### config.mk
export PLATFORM = sky130hd
export DESIGN_NAME = charger_protection_supervisor
export DESIGN_NICKNAME = d
export VERILOG_FILES = /design/src/verilog/soft_start_ramp.v /design/src/verilog/charger_protection_supervisor.v
export VERILOG_INCLUDE_DIRS = /design/src /design/src/verilog
export SDC_FILE = /design/constraint.sdc
export NUM_CORES = 1
export LEC_CHECK = 0
export BUFFER_PORTS_ARGS = -buffer_cell sky130_fd_sc_hd__buf_2
export CORE_MARGIN = 2
export CORE_UTILIZATION = 56
export CTS_BUF_LIST = sky130_fd_sc_hd__clkbuf_16
export CTS_CLUSTER_DIAMETER = 100
export DETAILED_ROUTE_END_ITERATION = 10
export GPL_ROUTABILITY_DRIVEN = 0
export HOLD_SLACK_MARGIN = 0.15
export PLACE_DENSITY = 0.77
export SETUP_SLACK_MARGIN = 0.02
export SLEW_MARGIN = 40
export SYNTH_ARGS = -nofsm -noshare
export SYNTH_HDL_FRONTEND = slang
export SYNTH_SLANG_ARGS = --single-unit
export TNS_END_PERCENT = 100
### constraint.sdc
create_clock -name core_clk -period 12.7 [get_ports core_clk]
set_clock_uncertainty 0.2 [all_clocks]
set_input_delay 1.27 -clock core_clk [delete_from_list [all_inputs] [get_ports core_clk]]
set_output_delay 1.27 -clock core_clk [all_outputs]
set_load 0.05 [all_outputs]
### src/verilog/charger_consts.vh
// Constants for the charger protection supervisor.
// Assumes a 100 MHz core clock and comparator results as digital inputs.
// Notes on behaviour
// RULE1: Undercurrent latches low side off until next cycle.
// RULE2: Overcurrent limit is programmed current times 145 percent.
// RULE3: Below 3.3 A setting, overcurrent limit fixed 5 A.
// RULE4: Overcurrent stops high side; resumes automatically.
// RULE5: Overvoltage stops switching, with 104/102 percent hysteresis.
// RULE6: Output discharge sink on only while charging.
// RULE7: Low battery forces fixed 220 mA trickle current.
// RULE8: Above 2.7 V, programmed current setting returns.
// RULE9: Input current monitor active only with supply and adapter.
// RULE10: Bus traffic waits for interface supply and reference.
// RULE11: Reference regulator needs supply and adapter bias.
// RULE12: Gate drive needs supply, adapter valid, charge enable.
// RULE13: Thermal shutdown disables the gate drive regulator.
// RULE14: Trip output released low current, pulled low high.
// RULE15: Adapter present output released when adapter valid.
// RULE16: Thermal shutdown holds converter off until cooled.
// RULE17: Watchdog ends charge without commands within 170 s.
// RULE18: After time-out, both commands needed to restart.
// RULE19: Host decides charge start and termination.
// RULE20: Soft start in eight equal 1.6 ms steps.
// RULE21: Charging starts 2 ms after adapter and enable.
// RULE22: Every command write restarts the watchdog.
// RULE23: Comparator results pass two synchroniser flip-flops.
`ifndef CHARGER_CONSTS_VH
`define CHARGER_CONSTS_VH
`define CLK_MHZ 100
`define CHARGE_CURRENT_OFFSET 8'h14
`define CMD_VOLTAGE_OFFSET 8'h15
`define CUR_W 16
`define CUR_RESET 16'h0000
`define TRICKLE_MA 16'h00DC
`define FIXED_OC_MA 16'h1388
`define LOW_CUR_MA 16'h0CE4
`define OC_PCT 145
`define SS_STEP_US 1600
`define SS_STEP_CYC (`SS_STEP_US * `CLK_MHZ)
`define START_DELAY_US 2000
`define START_DELAY_CYC (`START_DELAY_US * `CLK_MHZ)
`define WDOG_S 170
`define WDOG_CYC (64'd170 * 64'd100000000)
`define SS_STEPS 8
`endif

### src/verilog/soft_start_ramp.v
// Eight-step soft-start ramp of the charge current limit.
// Assumes restart pulses for one cycle when charging becomes enabled.
`timescale 1ns/1ps
`include "charger_consts.vh"
module soft_start_ramp #(
  parameter STEP_CYC = `SS_STEP_CYC
) (
  input wire core_clk,
  input wire rst_n,
  input wire restart,
  input wire [15:0] target,
  output reg [15:0] limit
);
  reg [31:0] cnt_reg;
  reg [3:0] step_reg;
  wire [19:0] prod;
  assign prod = target * step_reg;
  always @(posedge core_clk) begin
    if (!rst_n) begin
      cnt_reg <= 32'h00000000;
      step_reg <= 4'h0;
    end else if (restart) begin
      cnt_reg <= 32'h00000000;
      step_reg <= 4'h1;
    end else if (step_reg != 4'h0 && step_reg < 4'h8) begin
      if (cnt_reg >= STEP_CYC - 1) begin
        cnt_reg <= 32'h00000000;
        step_reg <= step_reg + 4'h1; // [RULE20]
      end else begin
        cnt_reg <= cnt_reg + 32'h00000001;
      end
    end
  end
  always @* begin
    if (step_reg >= 4'h8)
      limit = target;
    else
      limit = prod[18:3]; // [RULE20]
  end
endmodule

### src/verilog/charger_protection_supervisor.v
// Protection, sequencing and watchdog logic of the battery charger.
// Assumes comparator results and command strobes as core_clk inputs.
`timescale 1ns/1ps
`include "charger_consts.vh"
module charger_protection_supervisor #(
  parameter [63:0] WDOG_CYC = `WDOG_CYC,
  parameter [31:0] START_CYC = `START_DELAY_CYC,
  parameter [31:0] STEP_CYC = `SS_STEP_CYC
) (
  input wire core_clk,
  input wire rst_n,
  input wire cycle_start,
  input wire low_side_req,
  input wire high_side_req,
  input wire cycle_undercurrent_cutoff,
  input wire [15:0] charge_sense_ma,
  input wire fb_above_104,
  input wire fb_below_102,
  input wire fb_below_2v5,
  input wire fb_above_2v7,
  input wire supply_above_4v5,
  input wire supply_above_4v,
  input wire adapter_above_0v6,
  input wire adapter_above_2v4,
  input wire interface_supply_ok,
  input wire reference_ok,
  input wire charge_enable,
  input wire thermal_shutdown_limit,
  input wire thermal_below_135,
  input wire input_current_above_ref,
  input wire reg_wr,
  input wire [7:0] reg_addr,
  input wire [15:0] reg_wdata,
  output reg [15:0] reg_rdata,
  output reg high_side_on,
  output reg low_side_on,
  output reg discharge_sink_en,
  output reg input_current_monitor_out,
  output reg ref_regulator_en,
  output reg gate_drive_regulator,
  output reg bus_ready,
  output reg input_current_trip_out,
  output reg input_current_trip_oe,
  output reg adapter_present_out,
  output reg adapter_present_oe,
  output reg charging,
  output reg [15:0] current_limit,
  output reg watchdog_expired
);
  localparam ST_IDLE = 2'b00;
  localparam ST_DELAY = 2'b01;
  localparam ST_CHARGE = 2'b10;
  localparam ST_HOT = 2'b11;
  // Two-flop synchroniser for comparator inputs.
  localparam NS = 16;
  wire [NS-1:0] raw;
  reg [NS-1:0] sync1_reg;
  reg [NS-1:0] sync2_reg;
  assign raw = {cycle_undercurrent_cutoff, fb_above_104, fb_below_102,
    fb_below_2v5, fb_above_2v7, supply_above_4v5, supply_above_4v,
    adapter_above_0v6, adapter_above_2v4, interface_supply_ok,
    reference_ok, charge_enable, thermal_shutdown_limit,
    thermal_below_135, input_current_above_ref, 1'b0};
  always @(posedge core_clk) begin
    if (!rst_n) begin
      sync1_reg <= {NS{1'b0}};
      sync2_reg <= {NS{1'b0}};
    end else begin
      sync1_reg <= raw; // [RULE23]
      sync2_reg <= sync1_reg; // [RULE23]
    end
  end
  wire s_ucp = sync2_reg[15];
  wire s_ov_hi = sync2_reg[14];
  wire s_ov_lo = sync2_reg[13];
  wire s_fb_lo = sync2_reg[12];
  wire s_fb_hi = sync2_reg[11];
  wire s_sup = sync2_reg[10];
  wire s_sup_min = sync2_reg[9];
  wire s_bias = sync2_reg[8];
  wire s_adapter_present_out = sync2_reg[7];
  wire s_vsmb = sync2_reg[6];
  wire s_vref = sync2_reg[5];
  wire s_ce = sync2_reg[4];
  wire s_hot = sync2_reg[3];
  wire s_cool = sync2_reg[2];
  wire s_itrip = sync2_reg[1];

  reg [15:0] charge_current_setting_reg;
  reg [15:0] voltage_cmd_reg;
  reg v_seen_reg;
  reg i_seen_reg;
  reg [63:0] wdog_reg;
  reg [31:0] delay_reg;
  reg [1:0] state_reg;
  reg [1:0] state_next;
  reg trickle_reg;
  reg ov_reg;
  reg ucp_latch_reg;
  reg oc_reg;
  wire wr_cur = reg_wr && bus_ready && reg_addr == `CHARGE_CURRENT_OFFSET;
  wire wr_volt = reg_wr && bus_ready && reg_addr == `CMD_VOLTAGE_OFFSET;
  wire enables_ok = s_sup && s_adapter_present_out && s_ce && s_vsmb && s_vref &&
    !watchdog_expired;
  wire [15:0] ramp_limit;
  wire [15:0] target;
  wire [31:0] oc_scaled;
  wire [31:0] oc_div;
  wire [15:0] oc_thresh;
  wire restart = (state_reg == ST_DELAY) && (state_next == ST_CHARGE);

  // Trickle hysteresis selects the fixed current or the setting.
  assign target = trickle_reg ? `TRICKLE_MA :
    charge_current_setting_reg; // [RULE7] [RULE8]
  // Percentage scaling rounds down; the quotient is cut to 16 bits and wraps for large limits.
  assign oc_scaled = current_limit * `OC_PCT;
  assign oc_div = oc_scaled / 32'd100;
  assign oc_thresh = (current_limit < `LOW_CUR_MA) ? `FIXED_OC_MA :
    oc_div[15:0]; // [RULE2] [RULE3]

  soft_start_ramp #(
    .STEP_CYC(STEP_CYC)
  ) ramp (
    .core_clk(core_clk),
    .rst_n(rst_n),
    .restart(restart),
    .target(target),
    .limit(ramp_limit)
  );

  always @(posedge core_clk) begin
    if (!rst_n) begin
      charge_current_setting_reg <= `CUR_RESET;
      voltage_cmd_reg <= `CUR_RESET;
      v_seen_reg <= 1'b0;
      i_seen_reg <= 1'b0;
      wdog_reg <= 64'h0;
      watchdog_expired <= 1'b0;
    end else begin
      if (wr_cur)
        charge_current_setting_reg <= reg_wdata;
      if (wr_volt)
        voltage_cmd_reg <= reg_wdata;
      if (wr_cur || wr_volt) begin
        wdog_reg <= 64'h0; // [RULE22]
      end else if (!watchdog_expired && state_reg == ST_CHARGE) begin
        if (wdog_reg >= WDOG_CYC - 1) begin
          watchdog_expired <= 1'b1; // [RULE17]
          v_seen_reg <= 1'b0;
          i_seen_reg <= 1'b0;
        end else begin
          wdog_reg <= wdog_reg + 64'h1;
        end
      end
      if (watchdog_expired) begin
        if (wr_cur)
          i_seen_reg <= 1'b1;
        if (wr_volt)
          v_seen_reg <= 1'b1;
        if ((i_seen_reg || wr_cur) && (v_seen_reg || wr_volt)) begin
          watchdog_expired <= 1'b0; // [RULE18]
          wdog_reg <= 64'h0;
        end
      end
    end
  end

  // Charging sequence; the host alone ends a charge by current.
  always @* begin
    state_next = state_reg;
    case (state_reg)
      ST_IDLE: begin
        if (s_hot)
          state_next = ST_HOT;
        else if (enables_ok)
          state_next = ST_DELAY;
      end
      ST_DELAY: begin
        if (s_hot)
          state_next = ST_HOT;
        else if (!enables_ok)
          state_next = ST_IDLE;
        else if (delay_reg >= START_CYC - 1)
          state_next = ST_CHARGE; // [RULE21]
      end
      ST_CHARGE: begin
        if (s_hot)
          state_next = ST_HOT; // [RULE16]
        else if (!enables_ok || !s_sup_min)
          state_next = ST_IDLE; // [RULE19]
      end
      ST_HOT: begin
        if (s_cool && !s_hot)
          state_next = ST_IDLE; // [RULE16]
      end
      default: state_next = ST_IDLE;
    endcase
  end

  always @(posedge core_clk) begin
    if (!rst_n) begin
      state_reg <= ST_IDLE;
      delay_reg <= 32'h0;
      trickle_reg <= 1'b0;
      ov_reg <= 1'b0;
      ucp_latch_reg <= 1'b0;
      oc_reg <= 1'b0;
    end else begin
      state_reg <= state_next;
      if (state_reg == ST_DELAY)
        delay_reg <= delay_reg + 32'h1;
      else
        delay_reg <= 32'h0;
      if (s_fb_lo)
        trickle_reg <= 1'b1; // [RULE7]
      else if (s_fb_hi)
        trickle_reg <= 1'b0; // [RULE8]
      if (s_ov_hi)
        ov_reg <= 1'b1; // [RULE5]
      else if (s_ov_lo)
        ov_reg <= 1'b0; // [RULE5]
      if (cycle_start)
        ucp_latch_reg <= 1'b0; // [RULE1]
      else if (low_side_on && s_ucp)
        ucp_latch_reg <= 1'b1; // [RULE1]
      oc_reg <= charge_sense_ma > oc_thresh; // [RULE4]
    end
  end

  always @(posedge core_clk) begin
    if (!rst_n) begin
      high_side_on <= 1'b0;
      low_side_on <= 1'b0;
      discharge_sink_en <= 1'b0;
      input_current_monitor_out <= 1'b0;
      ref_regulator_en <= 1'b0;
      gate_drive_regulator <= 1'b0;
      bus_ready <= 1'b0;
      input_current_trip_out <= 1'b0;
      input_current_trip_oe <= 1'b0;
      adapter_present_out <= 1'b0;
      adapter_present_oe <= 1'b1;
      charging <= 1'b0;
      current_limit <= 16'h0000;
      reg_rdata <= 16'h0000;
    end else begin
      charging <= state_reg == ST_CHARGE;
      current_limit <= (state_reg == ST_CHARGE) ? ramp_limit : 16'h0000;
      high_side_on <= state_reg == ST_CHARGE && high_side_req &&
        !ov_reg && !oc_reg; // [RULE4] [RULE5]
      low_side_on <= state_reg == ST_CHARGE && low_side_req && !ov_reg &&
        !ucp_latch_reg && !(low_side_on && s_ucp); // [RULE1] [RULE5]
      discharge_sink_en <= state_reg == ST_CHARGE; // [RULE6]
      input_current_monitor_out <= s_sup && s_bias; // [RULE9]
      ref_regulator_en <= s_sup && s_bias; // [RULE11]
      gate_drive_regulator <= s_sup && s_adapter_present_out && s_ce &&
        !s_hot && state_reg != ST_HOT; // [RULE12] [RULE13]
      bus_ready <= s_vsmb && s_vref; // [RULE10]
      input_current_trip_oe <= s_itrip; // [RULE14]
      adapter_present_oe <= !s_adapter_present_out; // [RULE15]
      if (reg_addr == `CHARGE_CURRENT_OFFSET)
        reg_rdata <= charge_current_setting_reg;
      else if (reg_addr == `CMD_VOLTAGE_OFFSET)
        reg_rdata <= voltage_cmd_reg;
      else
        reg_rdata <= 16'h0000;
    end
  end
endmodule

* Word level (Yosys, flattened, before mapping)
Index checks and enable logic that the tools add are counted.
** Cells by class
- $add $sub $neg :: 4
- Multiply operators :: 2
- Divide/modulo/power cells :: 1
- Order comparisons :: 7
- Eq/ne operators :: 7
- Multiplexer cells :: 42
- Bitwise logic cells :: 1
- Reduce and logical (&&, ||, !) cells :: 50
** Operators by type and width (count)
- 64-bit 2-to-1 mux :: 5
- 16-bit 2-to-1 mux :: 5
- 32-bit by 1-bit adder with 32-bit output, second input constant :: 2
- 64-bit by 1-bit adder with 64-bit output, second input constant :: 1
- 32-bit by 18-bit greater-or-equal comparator with 1-bit output, second input constant :: 2
- 64-bit by 34-bit greater-or-equal comparator with 1-bit output, second input constant :: 1
- 24-bit by 7-bit divider with 32-bit output, second input constant :: 1
- 32-bit 2-to-1 mux :: 1
- 1-bit logical AND :: 25
- 16-bit by 8-bit multiplier with 24-bit output, second input constant :: 1
- 1-bit 2-to-1 mux :: 22
- 16-bit by 4-bit multiplier with 19-bit output :: 1
- 8-bit by 5-bit == test with 1-bit output, second input constant :: 2
- 16-bit > comparator :: 1
- 16-bit by 12-bit less-than comparator with 1-bit output, second input constant :: 1
- 2-bit 2-to-1 mux :: 8
- 1-bit zero test :: 9
- 2-bit case mux with 4 select lines :: 1
- 2-bit AND reduction :: 4
- 2-bit nonzero test :: 4
- 2-bit == test, second input constant :: 3
- 4-bit by 1-bit adder with 4-bit output, second input constant :: 1
- 4-bit greater-or-equal comparator, second input constant :: 1
- 1-bit logical OR :: 4
- 7 further kinds :: 8
** Word-level totals
- Register bits :: 245
- Logic and storage cells :: 142

* Depth between registers and ports, before layout
- Word-level depth :: 14
- Gate-level depth with buffers :: 70
- Gate-level depth less buffers :: 61

* By module
A second synthesis with hierarchy kept.
** Unflattened totals
- Cells, all modules :: 2132
- Area, all modules :: 17336.6 um^2
** Modules (own cells, without submodules)
- charger_protection_supervisor :: times used 1, cells an instance 1671, area each 13635.6 um^2, sequential area each 4144.0 um^2
- soft_start_ramp :: times used 1, cells an instance 461, area each 3701.0 um^2, sequential area each 720.7 um^2

* Least setup slack after synthesis
OpenSTA, ideal clock, no wires.
- Path type :: register to register
- Start point :: register current_limit[8]
- End point :: register oc_reg
- Arrival time :: 13681 ps
- Data required time :: 12377 ps
- Slack :: -1304 ps
- Cell stages (with the launch flop) :: 63
- Cells stage by stage :: dfxtp_1 ha_1 fa_1 ha_1 ha_1 buf_2 o21a_1 o211ai_1 a21o_1 o2111ai_1 and3_1 buf_2 o311ai_1 o211ai_1 nor3_2 mux2_2 nor2_2 mux2_2 (+27 left out) and2b_1 a21oi_1 o21ai_1 nand2_1 ha_1 nor2b_1 o21a_1 o21ai_0 nand2b_1 a21oi_1 nor2b_1 o21ai_0 nand2b_1 a21oi_1 o21ai_0 a21o_1 a21oi_1 nor3_1
** On the way
- Cells in the longest elaborated chain, start to end :: 4
- Elaborated cells between the ends (all ways) :: 5
- Classes of those cells :: mul: 1; div: 1; order compare: 2; mux: 1
** Ends and longest elaborated chain
- from (decl) :: line charger_protection_supervisor.v:47 : output reg [15:0] current_limit,
- from (signal assigned) :: line charger_protection_supervisor.v:248 : current_limit <= (state_reg == ST_CHARGE) ? ramp_limit : 16'h0000;
- 16-bit by 8-bit multiplier with 24-bit output (no line)
- 24-bit by 7-bit divider with 32-bit output :: line charger_protection_supervisor.v:117 : assign oc_div = oc_scaled / 32'd100;
- 16-bit 2-to-1 mux (*) :: line charger_protection_supervisor.v:118 : assign oc_thresh = (current_limit < `LOW_CUR_MA) ? `FIXED_OC_MA :
- 16-bit > comparator (*) :: line charger_protection_supervisor.v:226 : oc_reg <= charge_sense_ma > oc_thresh;
- to (signal assigned) :: line charger_protection_supervisor.v:226
- to (decl) :: line charger_protection_supervisor.v:100 : reg oc_reg;
Every way passes the cells marked *; elsewhere a longest branch is shown, timed or not.
A chain may end at the register's enable or synchronous reset.

* Worst setup path after layout
- Start point :: register current_limit[1]
- End point :: register oc_reg
Same word-level chain as after synthesis.

==> run metrics <==
Post-synth top cells dfxtp_1, nor2_1, nand2_1, a21oi_1, ha_1; CP startpoint kind flip-flop; Post-synth EDFFs 0; Mapped Cells 2110; remaining routing DRC violations 1; Via density 6.52; Seq pwr share 50.1%; ratio of cells with drive above 1 in the final layout 33.9%; Clk pwr share 47.2%; Crit path top cell by count buf_4; endpoints failing setup 1; CTS Buf Count 23; Max Fanout on Critical Path 8; Core ar. 0.0303 mm2; ys async rst share 0%; CP arrival 16.38 ns; #FFs+latches synth 243; TNS Setup -3.50 ns; hold crit path type flip-flop to flip-flop; largest net degree at the start of global routing 45; placed cell count 2870; Ys Warns 0; final hold vios 0; Worst-Skew Late Latency 0.53 ns; fin util 78.7%; Die Ht 179 um; PwrDens 64.2 mW/mm2; vias after detailed routing 19607; Buf+Inv Stages, Crit Path 13; Switch Pwr 0.334 mW; Internal Power 1.20 mW; Switching Fraction 21.8%; Final Worst Setup Slack -3.50 ns; nets 2786; violated checks DRC, setup timing; vias in the first global route 18171; RSZ-0062 raised after global routing true; max-slew violation count 0; Cell variety after synth 116; Worst path max stage delay 0.90 ns; Post-Route WL 65000 um; DRT iter0 DRCs 2550; Non-Filler Instances 3005; cell family with most CP delay compound AO/OA/AOI/OAI gates; Primary FF master, synth dfxtp_1; antenna viol nets, final 0; antenna violations before repair 1; clock tree root buffer cell clkbuf_16; # Max-Cap Violations 0; leakage dissipation 10.1 nW; slew margin rel. 22.8%; mean post-synth cell area 8.11 um2; synthesis-to-layout area growth 39.6%; flop2flop setup slack -3.50 ns; global-route wire length before repair 88400 um; Final HPWL DP 36100 um; wire per inst 21.6 um; peak supply drop 0.143 mV; clock tree sinks 243; max reg flops 64; Comb pwr share 2.7%; crit end category flip-flop; Bufs on Longest Clock Path 3; Yosys top cell by area dfxtp_1; Max Clk Rate 61.7 MHz; PnR Total Power 1.53 mW; required time of the critical path 12.88 ns; Boundary Pins 106; Least-Margin Pin Slew 1.15 ns; CTS H-tree lvls 1; minimum clock period 16.20 ns; cell with the most instances after synthesis dfxtp_1; Tcrit/Tclk final 128%; top post-synthesis cells by area dfxtp_1, ha_1, nor2_1; starting density of the core 56.4%; slowest CP cell o211ai_1; sequential area share after synthesis 28.4%; Site Rows 64; cell area after synthesis 0.0171 mm2; die width 179 um; global route overflow 0; Pre-antenna DRT Iters 11; Worst Setup Path Type flip-flop to flip-flop; Finished Cell Area 0.0239 mm2; Die ar. 0.0320 mm2; port bufs 103; clk slew on worst S/H paths 0.07 ns; Synth top area share 28.4%; GRT Overall Usage 33.7%; Placed Area 0.0207 mm2; status finished, violations left; CTS tree built
==> per-stage QoR <==
stage          hold slack, ns  worst slack (ns)
2_1_floorplan           0.159            -0.611
3_3_place_gp            0.172             -1.39
3_5_place_dp            0.170             -1.64
4_1_cts                 0.186             -1.03
5_1_grt                 0.215             -4.25
6_report                0.184             -3.50
==> repair_timing <==
item | CTS | global route
setup buffers | 48 | 46
hold buffers | 0 | 0
gates resized for setup | 161 | 116
endpoints found under the setup margin | 1 | 1
pin swaps | 99 | 91
==> cell families after synthesis <==
| logic type | count (synthesis) | share of synthesized area, % |
|---|---|---|
| multiplexers | 36 | 2.33 |
| other | 1 | 0.0219 |
| buffers and inverters | 164 | 3.91 |
| AO/OA/AOI/OAI | 512 | 21.2 |
| AND/OR/NAND/NOR | 869 | 24.7 |
| adder cells (fa/ha/maj) | 138 | 11.6 |
| XOR/XNOR | 147 | 7.78 |
| flip-flops | 243 | 28.4 |
==> layout make-up <==
cell class                      count  area [um2]
Antenna cell                        1        2.50
Clock buffer                       23         576
Clock inverter                     19         226
Fill cell                        1750        6450
Inverter                           86         323
Multi-Input combinational cell   1704       13500
Sequential cell                   243        4920
Tap cell                          396         495
Timing Repair Buffer              533        3850
==> power groups by stage <==
stage                     Clock [mW]  Sequential [mW]  Combinational, mW
after global placement             0            0.785             0.0371
after floorplan                    0            0.785             0.0220
after global routing           0.765            0.769             0.0444
after detailed placement           0            0.786             0.0383
after CTS                      0.735            0.768             0.0389
final                          0.725            0.769             0.0409
==> cells in the final DEF (no fill, tap or decap), types with 13 or more instances in the layout <==
cell	instances
and2_1	87
buf_2	103
buf_4	411
o21ai_0	73
dfxtp_1	226
ha_4	30
clkbuf_16	23
buf_6	15
a21o_1	20
mux2i_1	22
a21oi_2	20
o21ai_1	22
or3_1	18
o211ai_1	27
and3_1	20
nand4_1	37
fa_1	35
ha_1	65
a21oi_1	104
o21bai_1	13
nand3_1	78
xor2_1	73
xnor2_1	58
nor2_1	224
a31oi_1	17
nand2_1	219
nor3_1	37
inv_1	81
nor2b_1	13
o21a_1	13
nor4_1	19
==> worst paths after layout <==
check / startpoint / to / cells past startpoint
max: current_limit[1] / oc_reg / 71
min: sync2_reg[7] / adapter_present_oe / 1
max reg2reg: current_limit[1] / oc_reg / 71
min reg2reg: sync2_reg[7] / adapter_present_oe / 1
==> routing by layer <==
layer	wire (um)	global-route usage, %	vias up
met4	5310	16.6	2
li1	-	-	8529
met2	28800	58.2	1396
met3	7470	5.81	564
met5	79	0	-
met1	23400	40.4	9116
No activity file was read; power rests on OpenSTA's default activity.
